<file path="config.mk">
export PLATFORM = sky130hd
export DESIGN_NAME = dither_marker_link_ctrl
export DESIGN_NICKNAME = d
export VERILOG_FILES = /design/src/inc/dither_marker_pkg.sv /design/src/design/dither_marker_link_ctrl.sv /design/src/design/marker_delay_line.sv
export VERILOG_INCLUDE_DIRS = /design/src /design/src/inc
export SDC_FILE = /design/constraint.sdc
export NUM_CORES = 1
export LEC_CHECK = 0
export BUFFER_PORTS_ARGS = -buffer_cell sky130_fd_sc_hd__buf_2
export CORE_MARGIN = 2
export CORE_UTILIZATION = 36
export DETAILED_ROUTE_END_ITERATION = 8
export GPL_TIMING_DRIVEN = 0
export PLACE_DENSITY_LB_ADDON = 0.08
export SLEW_MARGIN = 20
export SYNTH_ARGS = -nofsm -noshare
export SYNTH_HDL_FRONTEND = slang
export SYNTH_SLANG_ARGS = --single-unit
</file>
<file path="constraint.sdc">
create_clock -name clk -period 1.1 [get_ports clk]
set_input_delay 0.165 -clock clk [delete_from_list [all_inputs] [get_ports clk]]
set_output_delay 0.165 -clock clk [all_outputs]
set_load 0.05 [all_outputs]
</file>
<file path="src/inc/dither_marker_regs.svh">
// register offsets, field positions, reset values and timing counts of the link control bank
`ifndef DITHER_MARKER_REGS_SVH
`define DITHER_MARKER_REGS_SVH

// ****************************************************************
// register offsets
// ****************************************************************
`define OFS_CONVERTER_DITHER_CTRL 12'h09D
`define OFS_SAMPLE_MARKER_CTRL    12'h160
`define OFS_SERIAL_LINK_ENABLE    12'h200
`define OFS_LINK_OUTPUT_MODE      12'h201
`define OFS_MARKER_RECEIVER_CTRL  12'h161
`define OFS_CALIBRATION_CTRL      12'h062
`define OFS_LINK_STATUS           12'h208

// ****************************************************************
// field positions
// ****************************************************************
`define BIT_DITHER_ENABLE          0
`define BIT_DITHER_AMPLITUDE       1
`define BIT_ROUNDING_ERROR_STEER   2
`define BIT_MARKER_INSERT_ENABLE   0
`define BIT_MARKER_RECEIVER_ENABLE 0
`define BIT_LINK_SUBSYSTEM_ENABLE  0
`define BIT_CALIBRATION_ENABLE     0
`define MSB_LINK_MODE_SELECT       5

// ****************************************************************
// reset values
// ****************************************************************
`define RST_CONVERTER_DITHER_CTRL 8'h00
`define RST_SAMPLE_MARKER_CTRL    8'h00
`define RST_SERIAL_LINK_ENABLE    8'h01
`define RST_LINK_OUTPUT_MODE      8'h00
`define RST_MARKER_RECEIVER_CTRL  8'h00
`define RST_CALIBRATION_CTRL      8'h00

// ****************************************************************
// timing counts
// ****************************************************************
`define MARKER_PIPE_DEPTH 4

`endif
</file>
<file path="src/inc/dither_marker_pkg.sv">
// types shared by the link control bank
package dither_marker_pkg;

  // link subsystem power sequence
  typedef enum logic [1:0] {
    LINK_OFF,
    LINK_START,
    LINK_RUN
  } link_state_t;

endpackage

</file>
<file path="src/design/dither_marker_link_ctrl.sv">
// control registers for dither, sample marker, link enable and link mode
//
// Operation
// dither control bit 0 enables dither
// dither bit 1 selects small or large
// dither bit 2 steers rounding error
// software writes reserved bits at reset value
// marker enable puts marker in sample lsb
// marker latency matches converter sample latency
// marker fills lowest bit of link field
// lane alignment data reports zero control bits
// software enables marker receiver with insertion
// link enable bit 0, resets enabled
// software clears link enable before reconfiguring
// link disabled: reset, serializer down, clocks gated
// link disabled holds multiframe clock counter reset
// calibration enable set before link enable
// link enable cleared before calibration enable
// six-bit field selects link output mode
// mode changed only with link, calibration off
// new mode applied on next link enable
//
// Our own choice: the strobed register port.
`timescale 1ns/1ps

`include "dither_marker_regs.svh"

module dither_marker_link_ctrl #(
  parameter int CONV_W     = 12,
  parameter int LINK_W     = 16,
  parameter int MARKER_LAT = `MARKER_PIPE_DEPTH
) (
  // clock and reset
  input  wire logic              clk,
  input  wire logic              rst_b,
  // register port
  input  wire logic [11:0]       reg_addr,
  input  wire logic [7:0]        reg_wdata,
  input  wire logic              reg_wr,
  input  wire logic              reg_rd,
  output logic      [7:0]        reg_rdata,
  // converter sample path
  input  wire logic [CONV_W-1:0] conv_sample,
  input  wire logic              conv_valid,
  input  wire logic              marker_pin,
  output logic      [LINK_W-1:0] link_sample,
  output logic                   link_valid,
  // converter dither controls
  output logic                   dither_enable,
  output logic                   dither_amplitude_select,
  output logic                   rounding_error_steer,
  // marker receiver and calibration
  output logic                   marker_receiver_enable,
  output logic                   calibration_enable,
  // link subsystem controls
  output logic                   link_reset_b,
  output logic                   serializer_power_up,
  output logic                   link_clock_gate_en,
  output logic                   multiframe_clock_counter_reset_b,
  output logic                   link_init_start,
  output logic      [5:0]        link_mode_active,
  output logic      [3:0]        ila_control_bits
);

  // ****************************************************************
  // state
  // ****************************************************************
  typedef struct packed {
    logic [7:0]                     dither_reg;
    logic [7:0]                     marker_reg;
    logic [7:0]                     recv_reg;
    logic [7:0]                     cal_reg;
    logic [7:0]                     link_en_reg;
    logic [7:0]                     mode_reg;
    logic [5:0]                     mode_active;
    dither_marker_pkg::link_state_t lstate;
    logic [7:0]                     rdata;
    logic [1:0]                     marker_sync;
    logic [CONV_W-1:0]              sample_hold;
    logic                           sample_valid;
    logic [LINK_W-1:0]              link_sample;
    logic                           link_valid;
    logic                           link_reset_b;
    logic                           ser_pwr;
    logic                           clk_gate;
    logic                           mfc_reset_b;
    logic                           init_start;
  } ctrl_state_t;

  ctrl_state_t s_q;
  ctrl_state_t s_d;
  logic        marker_dly;
  logic        sample_dly_v;

  // decode one address against the register port
  function automatic logic hit(input logic [11:0] a, input logic [11:0] ofs);
    hit = (a == ofs);
  endfunction

  // ****************************************************************
  // marker alignment
  // ****************************************************************
  // latency match
  // the pin synchroniser costs one stage more than the sample hold, so one less here
  marker_delay_line #(
    .DEPTH (MARKER_LAT - 1)
  ) u_marker_delay (
    .clk        (clk),
    .rst_b      (rst_b),
    .marker_in  (s_q.marker_sync[1]),
    .marker_out (marker_dly)
  );

  // samples see the same depth so markers stay beside them
  logic [CONV_W-1:0] samp_pipe [MARKER_LAT];
  logic [MARKER_LAT-1:0] samp_vpipe;
  always_ff @(posedge clk or negedge rst_b) begin
    if (!rst_b) begin
      samp_vpipe <= '0;
      for (int i = 0; i < MARKER_LAT; i++) begin
        samp_pipe[i] <= '0;
      end
    end else begin
      samp_vpipe <= {samp_vpipe[MARKER_LAT-2:0], s_q.sample_valid};
      samp_pipe[0] <= s_q.sample_hold;
      for (int i = 1; i < MARKER_LAT; i++) begin
        samp_pipe[i] <= samp_pipe[i-1];
      end
    end
  end
  assign sample_dly_v = samp_vpipe[MARKER_LAT-1];

  // ****************************************************************
  // next state
  // ****************************************************************
  always_comb begin
    s_d = s_q;
    s_d.init_start = 1'b0;

    // pin synchroniser: second stage only is read downstream
    s_d.marker_sync = {s_q.marker_sync[0], marker_pin};
    s_d.sample_hold  = conv_sample;
    s_d.sample_valid = conv_valid;

    // register writes store every bit; reserved bits are kept as written
    // reserved bits stored
    if (reg_wr) begin
      if (hit(reg_addr, `OFS_CONVERTER_DITHER_CTRL)) begin
        s_d.dither_reg = reg_wdata;
      end
      if (hit(reg_addr, `OFS_SAMPLE_MARKER_CTRL)) begin
        s_d.marker_reg = reg_wdata;
      end
      if (hit(reg_addr, `OFS_MARKER_RECEIVER_CTRL)) begin
        s_d.recv_reg = reg_wdata;
      end
      if (hit(reg_addr, `OFS_CALIBRATION_CTRL)) begin
        s_d.cal_reg = reg_wdata;
      end
      // link enable store
      if (hit(reg_addr, `OFS_SERIAL_LINK_ENABLE)) begin
        s_d.link_en_reg = reg_wdata;
      end
      // mode field store
      if (hit(reg_addr, `OFS_LINK_OUTPUT_MODE)) begin
        s_d.mode_reg = reg_wdata;
      end
    end

    // read data one cycle after the strobe, zero for unmapped addresses
    s_d.rdata = 8'h00;
    if (reg_rd) begin
      unique case (reg_addr)
        `OFS_CONVERTER_DITHER_CTRL: s_d.rdata = s_q.dither_reg;
        `OFS_SAMPLE_MARKER_CTRL:    s_d.rdata = s_q.marker_reg;
        `OFS_MARKER_RECEIVER_CTRL:  s_d.rdata = s_q.recv_reg;
        `OFS_CALIBRATION_CTRL:      s_d.rdata = s_q.cal_reg;
        `OFS_SERIAL_LINK_ENABLE:    s_d.rdata = s_q.link_en_reg;
        `OFS_LINK_OUTPUT_MODE:      s_d.rdata = s_q.mode_reg;
        `OFS_LINK_STATUS:           s_d.rdata = {2'b00, s_q.mode_active};
        default:                    s_d.rdata = 8'h00;
      endcase
    end

    // link power sequence
    unique case (s_q.lstate)
      dither_marker_pkg::LINK_OFF: begin
        if (s_q.link_en_reg[`BIT_LINK_SUBSYSTEM_ENABLE]) begin
          // mode latched on enable
          s_d.mode_active = s_q.mode_reg[`MSB_LINK_MODE_SELECT:0];
          s_d.lstate      = dither_marker_pkg::LINK_START;
        end
      end
      dither_marker_pkg::LINK_START: begin
        // restart initialization
        s_d.init_start = 1'b1;
        s_d.lstate     = dither_marker_pkg::LINK_RUN;
      end
      dither_marker_pkg::LINK_RUN: begin
        if (!s_q.link_en_reg[`BIT_LINK_SUBSYSTEM_ENABLE]) begin
          s_d.lstate = dither_marker_pkg::LINK_OFF;
        end
      end
      // unused code: fall back to the safe powered-down state
      default: begin
        s_d.lstate = dither_marker_pkg::LINK_OFF;
      end
    endcase
    if (!s_q.link_en_reg[`BIT_LINK_SUBSYSTEM_ENABLE]) begin
      s_d.lstate = dither_marker_pkg::LINK_OFF;
    end

    // reset, power down, gate
    s_d.link_reset_b = (s_d.lstate != dither_marker_pkg::LINK_OFF);
    s_d.ser_pwr      = (s_d.lstate != dither_marker_pkg::LINK_OFF);
    s_d.clk_gate     = (s_d.lstate != dither_marker_pkg::LINK_OFF);
    // counter held in reset
    s_d.mfc_reset_b  = (s_d.lstate != dither_marker_pkg::LINK_OFF);

    // sample formatting: converter bits sit at the top of the link field
    s_d.link_valid  = sample_dly_v && s_q.link_reset_b;
    s_d.link_sample = '0;
    s_d.link_sample[LINK_W-1 -: CONV_W] = samp_pipe[MARKER_LAT-1];
    // marker into lsb
    // lowest link bit
    if (s_q.marker_reg[`BIT_MARKER_INSERT_ENABLE]) begin
      s_d.link_sample[0] = marker_dly;
    end
    if (!s_q.link_reset_b) begin
      s_d.link_sample = '0;
    end
  end

  // ****************************************************************
  // state register
  // ****************************************************************
  always_ff @(posedge clk or negedge rst_b) begin
    if (!rst_b) begin
      s_q             <= '0;
      s_q.dither_reg  <= `RST_CONVERTER_DITHER_CTRL;
      s_q.marker_reg  <= `RST_SAMPLE_MARKER_CTRL;
      s_q.recv_reg    <= `RST_MARKER_RECEIVER_CTRL;
      s_q.cal_reg     <= `RST_CALIBRATION_CTRL;
      // resets enabled
      s_q.link_en_reg <= `RST_SERIAL_LINK_ENABLE;
      s_q.mode_reg    <= `RST_LINK_OUTPUT_MODE;
      s_q.mode_active <= 6'h00;
      s_q.lstate      <= dither_marker_pkg::LINK_OFF;
    end else begin
      s_q <= s_d;
    end
  end

  // ****************************************************************
  // outputs, all from flip-flops except ila_control_bits, tied to constant zero
  // ****************************************************************
  // dither enable
  assign dither_enable           = s_q.dither_reg[`BIT_DITHER_ENABLE];
  // amplitude select
  assign dither_amplitude_select = s_q.dither_reg[`BIT_DITHER_AMPLITUDE];
  // error steering
  assign rounding_error_steer    = s_q.dither_reg[`BIT_ROUNDING_ERROR_STEER];
  assign marker_receiver_enable  = s_q.recv_reg[`BIT_MARKER_RECEIVER_ENABLE];
  assign calibration_enable      = s_q.cal_reg[`BIT_CALIBRATION_ENABLE];
  assign link_reset_b            = s_q.link_reset_b;
  assign serializer_power_up     = s_q.ser_pwr;
  assign link_clock_gate_en      = s_q.clk_gate;
  assign multiframe_clock_counter_reset_b = s_q.mfc_reset_b;
  assign link_init_start         = s_q.init_start;
  assign link_mode_active        = s_q.mode_active;
  assign reg_rdata               = s_q.rdata;
  assign link_sample             = s_q.link_sample;
  assign link_valid              = s_q.link_valid;
  // never advertised
  assign ila_control_bits        = 4'h0;

endmodule // dither_marker_link_ctrl

</file>
<file path="src/design/marker_delay_line.sv">
// fixed delay line that keeps the marker level aligned with its samples
`timescale 1ns/1ps

module marker_delay_line #(
  parameter int DEPTH = 4
) (
  // clock and reset
  input  wire logic clk,
  input  wire logic rst_b,
  // marker stream
  input  wire logic marker_in,
  output logic      marker_out
);

  typedef struct packed {
    logic [DEPTH-1:0] pipe;
  } delay_state_t;

  delay_state_t s_q;
  delay_state_t s_d;

  // shift one stage per clock, matching the sample path depth
  always_comb begin
    s_d      = s_q;
    s_d.pipe = {s_q.pipe[DEPTH-2:0], marker_in};
  end

  // state register
  always_ff @(posedge clk or negedge rst_b) begin
    if (!rst_b) begin
      s_q <= '0;
    end else begin
      s_q <= s_d;
    end
  end

  assign marker_out = s_q.pipe[DEPTH-1];

endmodule // marker_delay_line

</file>
==> qor.yml <==
hold_viol_final: 0
arrival_ns: 1.77
worst_setup_path_start_kind: "input port"
coreArea_sq_um: 14640
critPathTopFamily: "simple AND/OR/NAND/NOR gates"
critical_path.cell_chain: "buf_6 -> or3_4 -> buf_12 -> buf_6 -> nor4_4 -> buf_6 -> nand2_8 -> mux2_2"
synth_compound_area_frac: 0.04130
drt-total-wl_mm: 11.11
crit_required_ns: 1.39
tightest_slew_ns: 0.6692
hp-start: "reg_wdata[3]"
wl_per_cell_microns: 16.11
drv_cap: 0
die_area_sq_um: 16150
ys_warn_count: 0
grt_pass1_vias: 3484
ff2ff_setup_slack_ns: -0.20
setup_slack_ns: -0.3738
synth_fa_ha_area_frac: 0.004589
clkSinkCount: 150
syn_to_final_growth_pct: 44.38
finalClockSkew_ns: 0.01051
numPortBuffers: 75
cp-end-kind: "register"
timing.setup.tns_ns: -18.45
crit_buf_inv: 4
synth_top_family_by_area: "multiplexers"
vias: 3209
grt_first_pass_wirelength_mm: 17.86
hpwl_mm: 6.651
ys_ff_latch: 150
min_path_cells: 2
synth_area_leader_cell: "dfrtp_1"
via_per_inst: 4.651
static-leakage-power_nw: 3.767
grt_use_total: 0.1475
vdd_drop_max_mv: 0.9725
initial_core_util: 0.3724
cts.reportedPaths.clkPinSlew_ns: 0.06
period_minus_slack_ns: 1.474
cpPeakStageDelay_ns: 0.41
synth_seq_area_share: 0.6886
critPathMaxFanout: 8
first_iter_violations: 115
placed_area_sq_um: 6221
h-tree-depth: 4
antenna_cells: 0
final_common_cell: "dfrtp_1"
final_cell_mix: "dfrtp_1 (148), mux2_2 (42), buf_4 (42), buf_2 (34), buf_6 (31)"
synth-simple-area-share: 0.06241
grt_max_degree: 87
r2r_cells: 5
clkLatencyLatePin_ns: 0.42
gp_congestion: 0.7880
status: "complete, but fails checks"
power_density_nw_per_um2: 1487
drc: 0
slew_headroom: 0.5530
die_x_microns: 127.1
cts_inserted_buffers: 17
min_period_over_period: 1.340
drv_slew: 0
overflow: 0
r2r-start: "link_mode_active[4]$_DFFE_PN0P_"
cts_tree: "built"
synthMuxAreaShare: 0.1423
synth_top_cell_area_share: 0.6838
critPathKind: "input port to register"
die_y_microns: 127.1
fin_area_sq_um: 7873
dpl_worst_slack_ns: -1.397
rows: 44
ant_nets: 0
min_to: "s_q[80]$_DFFE_PN0P_"
r2r_end: "reg_rdata[4]$_DFF_PN0_"
antenna_found_initial: 1
postLayoutCoreUtil: 0.5376
cts_buffer_depth: 2
ios: 83
cpMostUsedCell: "buf_6"
syn_area_sq_um: 5453
max_freq_mhz: 678.5
avgSynthCellArea_sq_um: 15.45
synth_area_leaders: "dfrtp_1 (68%), mux2_2 (12%), buf_4 (5.2%)"
synthDistinctLibCells: 35
synth_cells: 353
cpMaxStageDelayCell: "or3_4"
setup_viol: 99
drive_above_1_share: 0.5395
dr.pass1.iters: 4
min_path_type: "input port to register"
violations: "negative setup slack"
nFillCells: 1204
rsz0062_at_grt: "true"
synthXorXnorAreaFrac: 0
layout.nets: 533
hold_slack_ns: 0.05168
cts-root-buf: "clkbuf_16"
cells in the mapped netlist:
| library cell | n |
|---|---|
| o21ai_0 | 2 |
| mux2_2 | 60 |
| nand3_1 | 2 |
| nand2b_1 | 2 |
| buf_2 | 1 |
| buf_1 | 3 |
| dfrtp_1 | 149 |
| nor4_1 | 2 |
| nor4_4 | 3 |
| o2bb2ai_1 | 6 |
| nand2_2 | 2 |
| buf_4 | 38 |
| inv_1 | 5 |
| ha_1 | 2 |
| nand3b_1 | 1 |
| or2b_1 | 1 |
| dfstp_2 | 1 |
| conb_1 | 1 |
| nor2b_1 | 2 |
| a22oi_1 | 14 |
| and3_1 | 2 |
| and2_1 | 14 |
| a211o_1 | 1 |
| or4_1 | 1 |
| or4b_2 | 1 |
| mux2i_1 | 10 |
| a21oi_1 | 8 |
| nor2_1 | 3 |
| o41ai_1 | 1 |
| or3_1 | 3 |
| clkbuf_1 | 2 |
| nand2_1 | 3 |
| nand2_4 | 1 |
| or2_2 | 1 |
| nor3_1 | 5 |
where the power goes:
part / switching, mW / internal, mW
clock: 2.26 / 3.22
combinational: 0.325 / 0.214
sequential: 0.0344 / 5.66
worst register-to-register path: stages, from the launching register on:
cell	delay, ns
dfrtp_1	0.41
buf_4	0.15
mux2i_1	0.13
o2bb2ai_1	0.09
a22oi_1	0.31
a21oi_4	0.09
per-layer routing:
layer	vias up	global-route usage	wire length, microns
li1	1472	-	-
met1	1644	0.1953	4999
met2	72	0.2261	5464
met3	19	0.04229	419
met4	2	0.06852	217
met5	-	0	13
flip-flops by register name (all words and copies together) (netlist names), 3 cells and up:
signal and cells:
link_mode_active 6, link_sample 13, reg_rdata 8, s_q 59, samp_pipe 48, samp_vpipe 4, u_marker_delay.s_q 3
how the worst max path moves through the flow:
| stage | from | slack, ns | cells past startpoint | to |
|---|---|---|---|---|
| 6_report | reg_addr[2] | -0.37 | 8 | s_q[74]$_DFFE_PN0P_ |
| 2_1_floorplan | reg_addr[4] | -0.70 | 6 | marker_receiver_enable$_DFFE_PN0P_ |
| 3_3_place_gp | rst_b | -2.48 | 1 | multiframe_clock_counter_reset_b$_DFF_PN0_ |
| 4_1_cts | reg_addr[10] | -0.44 | 7 | s_q[97]$_DFFE_PN0P_ |
| 3_5_place_dp | reg_addr[0] | -1.40 | 5 | s_q[60]$_DFFE_PN0P_ |
| 5_1_grt | reg_addr[2] | -0.41 | 7 | s_q[60]$_DFFE_PN0P_ |
kinds of logic after synthesis:
group,after synthesis
compound gates,32
simple gates,49
other cells,1
mux,70
fa+ha+maj,2
flops,150
buf+inv,49
area by class of cell:
cell class,instances,area [sq um],share of cell area
clock buffer,21,450.4,0.05722
tap,184,230.2,0.02924
buffer,20,191.4,0.02432
multi-input combinational,160,1725,0.2192
sequential,150,3756,0.4771
timing repair buffer,139,1384,0.1758
inverter,5,18.77,0.002384
clock inverter,11,116.4,0.01478
what timing repair did:
| item | in CTS | in global routing |
|---|---|---|
| cloned | 0 | 1 |
| hold buffers | 15 | 0 |
| pin swaps | 15 | 14 |
| endpoints found under the setup margin | 101 | 198 |
| resized for setup | 166 | 31 |
| buffers inserted | 38 | 9 |
| hold endpoints to repair | 78 | 0 |
metrics by stage:
stage	power, mW	std cells
5_1_grt	12.19	690
6_report	11.70	690
4_1_cts	11.83	684
3_5_place_dp	6.216	620
2_1_floorplan	5.949	359
3_3_place_gp	6.183	618
(Power assumes the default switching activity.)
